--- src/include/group4_regs_defs.vh ---
`ifndef GROUP4_REGS_DEFS_VH
`define GROUP4_REGS_DEFS_VH

// ****************************************
// Register indices and byte addresses
// ****************************************
`define IDX_PATTERN_HPF      8'h39
`define IDX_INPUT_SEL        8'h3b
`define IDX_MODE_CTRL        8'h04
`define IDX_CONV_CTRL        8'h3d
`define ADDR_PATTERN_HPF     12'h0e4
`define ADDR_INPUT_SEL       12'h0ec
`define ADDR_MODE_CTRL       12'h010
`define ADDR_CONV_CTRL       12'h0f4

// ****************************************
// Reset values
// ****************************************
`define RST_PATTERN_HPF      16'h0000
`define RST_INPUT_SEL        16'h0000
`define RST_MODE_CTRL        16'h0000
`define RST_CONV_CTRL        16'h0000

// ****************************************
// Field positions, first register
// ****************************************
`define POS_PRBS_LINE13      15
`define POS_PRBS_LINE16      12
`define POS_CODE13_HI        11
`define POS_CODE13_LO        9
`define POS_CODE14_HI        8
`define POS_CODE14_LO        6
`define POS_RSVD_A           5
`define POS_CORNER_HI        4
`define POS_CORNER_LO        1
`define POS_HPF_EN           0

// ****************************************
// Field positions, second register
// ****************************************
`define POS_INSEL13          11
`define POS_INSEL16          8
`define POS_CODE15_HI        7
`define POS_CODE15_LO        5
`define POS_CODE16_HI        4
`define POS_CODE16_LO        2

// ****************************************
// Field positions, own control registers
// ****************************************
`define POS_PAT_SEL_IND      8
`define POS_MODE16           0

// ****************************************
// Writable masks; reserved bits read zero
// ****************************************
`define MASK_PATTERN_HPF     16'hffdf
`define MASK_INPUT_SEL       16'h0ffc
`define MASK_MODE_CTRL       16'h0100
`define MASK_CONV_CTRL       16'h0001

`endif

--- src/hdl/group4_regs.v ---
// Local design decision: register access over APB.
`timescale 1ns/1ps
`include "group4_regs_defs.vh"

module group4_regs (
  // APB clock and reset
  input  wire        pclk,
  input  wire        presetn,
  // APB slave
  input  wire        psel,
  input  wire        penable,
  input  wire        pwrite,
  input  wire [11:0] paddr,
  input  wire [31:0] pwdata,
  input  wire [3:0]  pstrb,
  output reg  [31:0] prdata,
  output reg         pready,
  output reg         pslverr,
  // Test pattern controls to the serializer
  output reg  [3:0]  prbs_enable,
  output reg  [2:0]  pattern_code_line13,
  output reg  [2:0]  pattern_code_line14,
  output reg  [2:0]  pattern_code_line15,
  output reg  [2:0]  pattern_code_line16,
  output reg         per_output_pattern_select,
  // High-pass filter controls
  output reg         highpass_enable_group4,
  output reg  [3:0]  highpass_corner_k_group4,
  // Input pair selection, index into pairs 25..32
  output reg  [3:0]  input_pair_select,
  output reg         sixteen_input_mode
);

  // ****************************************
  // Register storage
  // ****************************************
  reg [15:0] pattern_hpf_q;
  reg [15:0] input_sel_q;
  reg [15:0] mode_ctrl_q;
  reg [15:0] conv_ctrl_q;

  // Merge a write into a 16-bit register honouring byte strobes and mask
  function [15:0] merge;
    input [15:0] old;
    input [31:0] wdata;
    input [3:0]  strb;
    input [15:0] mask;
    reg   [15:0] bytes;
    begin
      bytes = {strb[1] ? wdata[15:8] : old[15:8], strb[0] ? wdata[7:0] : old[7:0]};
      merge = bytes & mask;
    end
  endfunction

  // Reverse a 4-bit field; the register packs line 13 at the top, the ports at bit 0
  function [3:0] rev4;
    input [3:0] v;
    begin
      rev4 = {v[0], v[1], v[2], v[3]};
    end
  endfunction

  // Full 12-bit compare, so aliases of a register cannot take a write
  function addr_is;
    input [11:0] a;
    input [11:0] ref_addr;
    begin
      addr_is = (a == ref_addr);
    end
  endfunction

  // Force a 3-bit field to zero while its enable is off
  function [2:0] gate3;
    input       en;
    input [2:0] v;
    begin
      gate3 = en ? v : 3'h0;
    end
  endfunction

  // Force a 4-bit field to zero while its enable is off
  function [3:0] gate4;
    input       en;
    input [3:0] v;
    begin
      gate4 = en ? v : 4'h0;
    end
  endfunction

  // ****************************************
  // APB decode
  // ****************************************
  wire setup_phase = psel & ~penable;
  wire access_done = psel & penable & pready;
  wire hit_pat     = addr_is(paddr, `ADDR_PATTERN_HPF);
  wire hit_in      = addr_is(paddr, `ADDR_INPUT_SEL);
  wire hit_mode    = addr_is(paddr, `ADDR_MODE_CTRL);
  wire hit_conv    = addr_is(paddr, `ADDR_CONV_CTRL);
  wire hit_any     = hit_pat | hit_in | hit_mode | hit_conv;
  wire wr_take     = access_done & pwrite & hit_any;

  // Read mux; reserved bits are held at zero in storage so they read zero
  reg [15:0] rd_mux;
  always @* begin
    case (1'b1)
      hit_pat:  rd_mux = pattern_hpf_q;
      hit_in:   rd_mux = input_sel_q;
      hit_mode: rd_mux = mode_ctrl_q;
      hit_conv: rd_mux = conv_ctrl_q;
      default:  rd_mux = 16'h0000;
    endcase
  end

  // ****************************************
  // APB answer
  // ****************************************
  // Answer the cycle after setup; a registered pready keeps decode off the bus path
  always @(posedge pclk or negedge presetn) begin
    if (!presetn) begin
      pready <= 1'b0;
    end else begin
      pready <= setup_phase;
    end
  end

  // Unmapped offsets answer with an error and leave every register alone
  always @(posedge pclk or negedge presetn) begin
    if (!presetn) begin
      pslverr <= 1'b0;
    end else begin
      pslverr <= setup_phase & ~hit_any;
    end
  end

  // Read data stands only in the answer cycle of a read, zero otherwise
  always @(posedge pclk or negedge presetn) begin
    if (!presetn) begin
      prdata <= 32'h00000000;
    end else if (setup_phase & ~pwrite) begin
      prdata <= {16'h0000, rd_mux};
    end else begin
      prdata <= 32'h00000000;
    end
  end

  // ****************************************
  // Register writes
  // ****************************************
  // One strobe per register; each commits only in the completing access phase
  wire wr_pat  = wr_take & hit_pat;
  wire wr_in   = wr_take & hit_in;
  wire wr_mode = wr_take & hit_mode;
  wire wr_conv = wr_take & hit_conv;

  // Pattern and filter register; bit 5 is masked so a careless write cannot
  // leave it set, and a byte strobe keeps the other half untouched
  always @(posedge pclk or negedge presetn) begin
    if (!presetn) begin
      pattern_hpf_q <= `RST_PATTERN_HPF;
    end else if (wr_pat) begin
      pattern_hpf_q <= merge(pattern_hpf_q, pwdata, pstrb, `MASK_PATTERN_HPF);
    end
  end

  // Input select and pattern register; bits 15..12 and 1..0 are masked and
  // therefore always read back as zero
  always @(posedge pclk or negedge presetn) begin
    if (!presetn) begin
      input_sel_q <= `RST_INPUT_SEL;
    end else if (wr_in) begin
      input_sel_q <= merge(input_sel_q, pwdata, pstrb, `MASK_INPUT_SEL);
    end
  end

  // Mode register; only the per-output pattern select bit is stored, the rest
  // of that register belongs to other blocks
  always @(posedge pclk or negedge presetn) begin
    if (!presetn) begin
      mode_ctrl_q <= `RST_MODE_CTRL;
    end else if (wr_mode) begin
      mode_ctrl_q <= merge(mode_ctrl_q, pwdata, pstrb, `MASK_MODE_CTRL);
    end
  end

  // Converter control; only the sixteen-input mode bit is stored, so other
  // converter settings cannot alias into this block
  always @(posedge pclk or negedge presetn) begin
    if (!presetn) begin
      conv_ctrl_q <= `RST_CONV_CTRL;
    end else if (wr_conv) begin
      conv_ctrl_q <= merge(conv_ctrl_q, pwdata, pstrb, `MASK_CONV_CTRL);
    end
  end

  // ****************************************
  // Field extraction
  // ****************************************
  // Raw fields, named once so the output logic reads like the register map
  wire       ind_sel  = mode_ctrl_q[`POS_PAT_SEL_IND];
  wire       mode16   = conv_ctrl_q[`POS_MODE16];
  wire       hpf_on   = pattern_hpf_q[`POS_HPF_EN];
  wire [3:0] k_field  = pattern_hpf_q[`POS_CORNER_HI:`POS_CORNER_LO];
  wire [3:0] prbs_raw = pattern_hpf_q[`POS_PRBS_LINE13:`POS_PRBS_LINE16];
  wire [2:0] code13   = pattern_hpf_q[`POS_CODE13_HI:`POS_CODE13_LO];
  wire [2:0] code14   = pattern_hpf_q[`POS_CODE14_HI:`POS_CODE14_LO];
  wire [2:0] code15   = input_sel_q[`POS_CODE15_HI:`POS_CODE15_LO];
  wire [2:0] code16   = input_sel_q[`POS_CODE16_HI:`POS_CODE16_LO];
  wire [3:0] pair_raw = input_sel_q[`POS_INSEL13:`POS_INSEL16];

  // ****************************************
  // Next values of the outputs
  // ****************************************
  // Gating sits here so every output flop below is a plain copy
  wire       per_output_pattern_select_d = ind_sel;
  wire [3:0] prbs_enable_d               = gate4(ind_sel, rev4(prbs_raw));
  wire [2:0] pattern_code_line13_d       = gate3(ind_sel, code13);
  wire [2:0] pattern_code_line14_d       = gate3(ind_sel, code14);
  wire [2:0] pattern_code_line15_d       = gate3(ind_sel, code15);
  wire [2:0] pattern_code_line16_d       = gate3(ind_sel, code16);
  wire       highpass_enable_group4_d    = hpf_on;
  // Corner k passes only while the filter runs; its legal range is software's duty
  wire [3:0] highpass_corner_k_group4_d  = gate4(hpf_on, k_field);
  // Bit 0 is converter 13; zero picks the lower pair of each couple
  wire [3:0] input_pair_select_d         = gate4(mode16, rev4(pair_raw));
  wire       sixteen_input_mode_d        = mode16;

  // ****************************************
  // Output flops
  // ****************************************
  // Outputs registered once more so they come straight from flip-flops.
  // Gated copies cost one cycle of latency after a write; the datapath tolerates it.

  // Copy of the per-output select; the serializer uses it to pick its source
  always @(posedge pclk or negedge presetn) begin
    if (!presetn) begin
      per_output_pattern_select <= 1'b0;
    end else begin
      per_output_pattern_select <= per_output_pattern_select_d;
    end
  end

  // PRBS enables, bit 0 for line 13
  // Held at zero in common mode, so stale enables cannot leak out
  always @(posedge pclk or negedge presetn) begin
    if (!presetn) begin
      prbs_enable <= 4'h0;
    end else begin
      prbs_enable <= prbs_enable_d;
    end
  end

  // Pattern code of line 13
  // Zero while per-output mode is off, matching the common pattern path
  always @(posedge pclk or negedge presetn) begin
    if (!presetn) begin
      pattern_code_line13 <= 3'h0;
    end else begin
      pattern_code_line13 <= pattern_code_line13_d;
    end
  end

  // Pattern code of line 14
  // Zero while per-output mode is off, matching the common pattern path
  always @(posedge pclk or negedge presetn) begin
    if (!presetn) begin
      pattern_code_line14 <= 3'h0;
    end else begin
      pattern_code_line14 <= pattern_code_line14_d;
    end
  end

  // Pattern code of line 15
  // Zero while per-output mode is off, matching the common pattern path
  always @(posedge pclk or negedge presetn) begin
    if (!presetn) begin
      pattern_code_line15 <= 3'h0;
    end else begin
      pattern_code_line15 <= pattern_code_line15_d;
    end
  end

  // Pattern code of line 16
  // Zero while per-output mode is off, matching the common pattern path
  always @(posedge pclk or negedge presetn) begin
    if (!presetn) begin
      pattern_code_line16 <= 3'h0;
    end else begin
      pattern_code_line16 <= pattern_code_line16_d;
    end
  end

  // Filter enable for converters 13 to 16
  // A plain copy; the filter itself lives in the datapath
  always @(posedge pclk or negedge presetn) begin
    if (!presetn) begin
      highpass_enable_group4 <= 1'b0;
    end else begin
      highpass_enable_group4 <= highpass_enable_group4_d;
    end
  end

  // Corner k, zero while the filter is off
  // Out-of-range k is passed through unchanged; software keeps it in range
  always @(posedge pclk or negedge presetn) begin
    if (!presetn) begin
      highpass_corner_k_group4 <= 4'h0;
    end else begin
      highpass_corner_k_group4 <= highpass_corner_k_group4_d;
    end
  end

  // Input pair selects, bit 0 for converter 13
  // Zero outside sixteen-input mode, so other modes see a clean default
  always @(posedge pclk or negedge presetn) begin
    if (!presetn) begin
      input_pair_select <= 4'h0;
    end else begin
      input_pair_select <= input_pair_select_d;
    end
  end

  // Sixteen-input mode flag for the input multiplexer
  always @(posedge pclk or negedge presetn) begin
    if (!presetn) begin
      sixteen_input_mode <= 1'b0;
    end else begin
      sixteen_input_mode <= sixteen_input_mode_d;
    end
  end

endmodule

--- config.mk ---
export PLATFORM = sky130hd
export DESIGN_NAME = group4_regs
export DESIGN_NICKNAME = d
export VERILOG_FILES = /design/src/hdl/group4_regs.v
export VERILOG_INCLUDE_DIRS = /design/src /design/src/include
export SDC_FILE = /design/constraint.sdc
export NUM_CORES = 1
export LEC_CHECK = 0
export BUFFER_PORTS_ARGS = -buffer_cell sky130_fd_sc_hd__buf_2
export CAP_MARGIN = 20
export CORE_UTILIZATION = 51
export CTS_CLUSTER_SIZE = 24
export DETAILED_ROUTE_END_ITERATION = 8
export PLACE_DENSITY = 0.9
export REMOVE_ABC_BUFFERS = 1
export SYNTH_ARGS = -nofsm -noshare
export SYNTH_HDL_FRONTEND = slang
export SYNTH_SLANG_ARGS = --single-unit
--- constraint.sdc ---
create_clock -name pclk -period 2.31 [get_ports pclk]
set_clock_uncertainty 0.1 [all_clocks]
set_input_delay 0.231 -clock pclk [delete_from_list [all_inputs] [get_ports pclk]]
set_output_delay 0.231 -clock pclk [all_outputs]
set_load 0.02 [all_outputs]
==> summary.md <==
| Metric | Value |
|---|---|
| Storage element area | `1800 sq um` |
| # Post-CTS Setup Buffers | `0` |
| Synth Area in Compound Gates | `0.0297` |
| Synth Warn # | `0` |
| Htree depth | `3` |
| Psw | `490 uW` |
| Logic pwr share | `0.046` |
| Worst skew pair latency | `0.34 ns` |
| CP Data Arrival Time | `1.99 ns` |
| Vias in the first global route | `1641` |
| Nets | `345` |
| Cells after Synth | `203` |
| Footprint of the multi-input gates | `892 sq um` |
| Dominant synthesized flop cell | `dfrtp_1` |
| Max Cap Viol | `0` |
| WS Path Type | `input pin to flip-flop` |
| Async set-reset flop share out of synthesis | `1.00` |
| Util after Layout | `0.661` |
| Critical Path Start Type | `input pin` |
| Inst Count DP | `349` |
| Yosys reg bits | `72` |
| Peak supply drop | `0.000388 V` |
| Iter 0 DRT Violations | `77` |
| Pint | `1.85 mW` |
| Die width | `75.9 microns` |
| EDFF count, synth | `0` |
| HPWL Detailed | `3510 microns` |
| Power density cells | `684 nW/um^2` |
| Core area | `5170 sq um` |
| First-pass GRT wire length | `7510 microns` |
| Area grow syn2layout | `22.9%` |
| Power Total | `2.34 mW` |
| DRC | `0` |
| Ant diodes | `0` |
| Total Wirelength | `4980 microns` |
| Hold crit path type | `input pin to flip-flop` |
| Final TNS setup | `0 ns` |
| Flop pwr share | `0.540` |
| Routed wire per std cell | `13.6 microns` |
| CP Capture Type | `flip-flop` |
| CTS Buf Count | `9` |
| Synth Area in XOR/XNOR | `0` |
| Drt pass-1 iters | `4` |
| Top cell type's share of synthesized area | `0.648` |
| Fmax | `0.534 GHz` |
| Filler instances | `403` |
| Number of port buffers | `79` |
| CTS max path bufs | `2` |
| Final period util | `0.811` |
| Multiplexer share of the synthesized area | `0.117` |
| Via count | `1790` |
| Worst-path clk slew | `0.07 ns` |
| Unrepaired setup endpoints after global routing | `false` |
| Hold Fails Final Rpt | `0` |
| Mean post-synth cell area | `13.7 sq um` |
| Synth area leader | `dfrtp_1` |
| DRT antenna net count | `0` |
| Worst slew pin tran | `0.836 ns` |
| Synth cell types | `30` |
| Share of cells above drive strength 1 | `0.434` |
| Root Driver | `clkbuf_8` |
| Initial Util | `0.538` |
| Final slew viol count | `0` |
| CTS tree | `built` |
| Clock net sink count | `72` |
| Num ports | `114` |
| Site row count | `26` |
| Status | `completed` |
| Die H | `75.9 microns` |
| Post-synth top cells | `dfrtp_1 (72), and2_1 (28), mux2_2 (27)` |
| Post-Synth Adder-Cell Area | `0` |
| Main combinational cell family by area after synthesis | `simple AND/OR/NAND/NOR gates` |
| Synth Area in Simple Gates | `0.153` |
| Gpl congestion | `0.778` |
| Tmin final | `1.87 ns` |
| Switching Fraction | `0.210` |
| Max FO, Critical Path | `7` |
| Req. time, crit path | `2.43 ns` |
| Slew HR | `0.443` |
| Clock Power Share | `0.414` |
| Count leader, synth | `dfrtp_1` |
| Total Routing Usage GR | `0.190` |
| CTS resizes | `0` |
| Area contributors post-synth | `dfrtp_1 (65%), mux2_2 (11%), and2_1 (6.3%)` |
| Seq/Total Area, Yosys | `0.648` |
| Leakage | `1.84 nW` |
| Largest net degree at the start of global routing | `73` |
| Die area | `5750 sq um` |
| Final Hold Slack | `0.0181 ns` |
| Synth Cell Area | `2780 sq um` |
| Avg Vias per Cell | `4.88` |
| Global route total overflow | `0` |
| Initial antenna violation count | `0` |
| # setup viols final | `0` |
| Final Non-Filler Cells | `367` |
## layer usage
| metal | wire [microns] | vias to the layer above | track usage |
|---|---|---|---|
| met4 | 158 | 0 | 0.142 |
| met3 | 282 | 14 | 0.0489 |
| met5 | 0 | - | 0 |
| li1 | - | 841 | - |
| met1 | 1970 | 863 | 0.212 |
| met2 | 2570 | 72 | 0.315 |
## final timing paths
kind	from	end	slack [ns]	depth (start not counted)
max	penable	pattern_hpf_q[1]	0.44	6
min	pwdata[14]	pattern_hpf_q[14]	0.02	2
max reg2reg	pready	pattern_hpf_q[1]	0.57	4
min reg2reg	pattern_hpf_q[12]	prdata[12]	0.40	1
max in group asynchronous	presetn	pattern_code_line13[1]	1.08	2
min in group asynchronous	presetn	prdata[5]	0.49	2
## sequential cells by signal (all words and copies together) (netlist names)
signal	cells
highpass_corner_k_group4	4
per_output_pattern_select	1
sixteen_input_mode	1
pslverr	1
prdata	16
input_sel_q	10
mode_ctrl_q	1
conv_ctrl_q	1
highpass_enable_group4	1
input_pair_select	4
pattern_hpf_q	15
pattern_code_line14	3
pready	1
prbs_enable	4
pattern_code_line13	3
pattern_code_line15	3
pattern_code_line16	3
## placed cells by master, fill, tap and decap left out, types with 2 or more instances in the layout
master         netlist  final
clkinv_2             0      2
nor4_1               3      3
clkbuf_1             2      2
conb_1               1     16
nor2b_1              3      3
mux2i_1              2      2
a22oi_1              8      8
and2_1              28     28
dlygate4sd3_1        0      2
nand4_1              3      3
nand2_1              2      2
inv_1                3      3
nor2_1              12     12
nor2_2               3      3
mux2_2              27     27
nand3_1              3      3
clkbuf_8             0     11
buf_4               16      2
buf_2                1     78
dfrtp_1             72     72
nor3_2               2      2
## stage by stage
step | worst slack, ns | area, sq um
final | 0.436 | 3420
after global routing | 0.363 | 3420
after CTS | 0.425 | 3420
after detailed placement | 0.410 | 3200
after global placement | 0.438 | 3200
after floorplan | 0.642 | 2710
## logic make-up (layout without fill, tap and decap cells)
kind of cell	Yosys count	count (layout)
flip-flops	72	72
AND/OR/NAND/NOR	68	68
multiplexers	29	29
buffers and inverters	22	101
AO/OA/AOI/OAI	11	11
other	1	16
## cell type report
cell class | count | share of cell area
inverter | 3 | 0.00330
tap | 70 | 0.0256
timing repair buffer | 82 | 0.124
multi-input combinational | 124 | 0.261
sequential | 72 | 0.527
clock buffer | 13 | 0.0465
clock inverter | 3 | 0.0117
## what timing repair did
item | 4_1_cts | 5_1_grt
setup endpoints to repair | 0 | 0
hold endpoints to repair | 73 | 0
hold buffers | 2 | 0
## critical path: stages
cell and delay (ns):
dlygate4sd3_1 0.51, buf_2 0.10, and4_1 0.19, nand4_1 0.19, nor2_2 0.37, mux2_2 0.39
## power by group through the flow
stage	registers (mW)	logic, mW	clock network (mW)
after floorplan	1.29	0.0361	0
after global placement	1.29	0.103	0
after detailed placement	1.29	0.105	0
after CTS	1.26	0.108	0.992
after global routing	1.26	0.120	1.04
final	1.26	0.107	0.968
No activity file was read; power rests on OpenSTA's default activity.
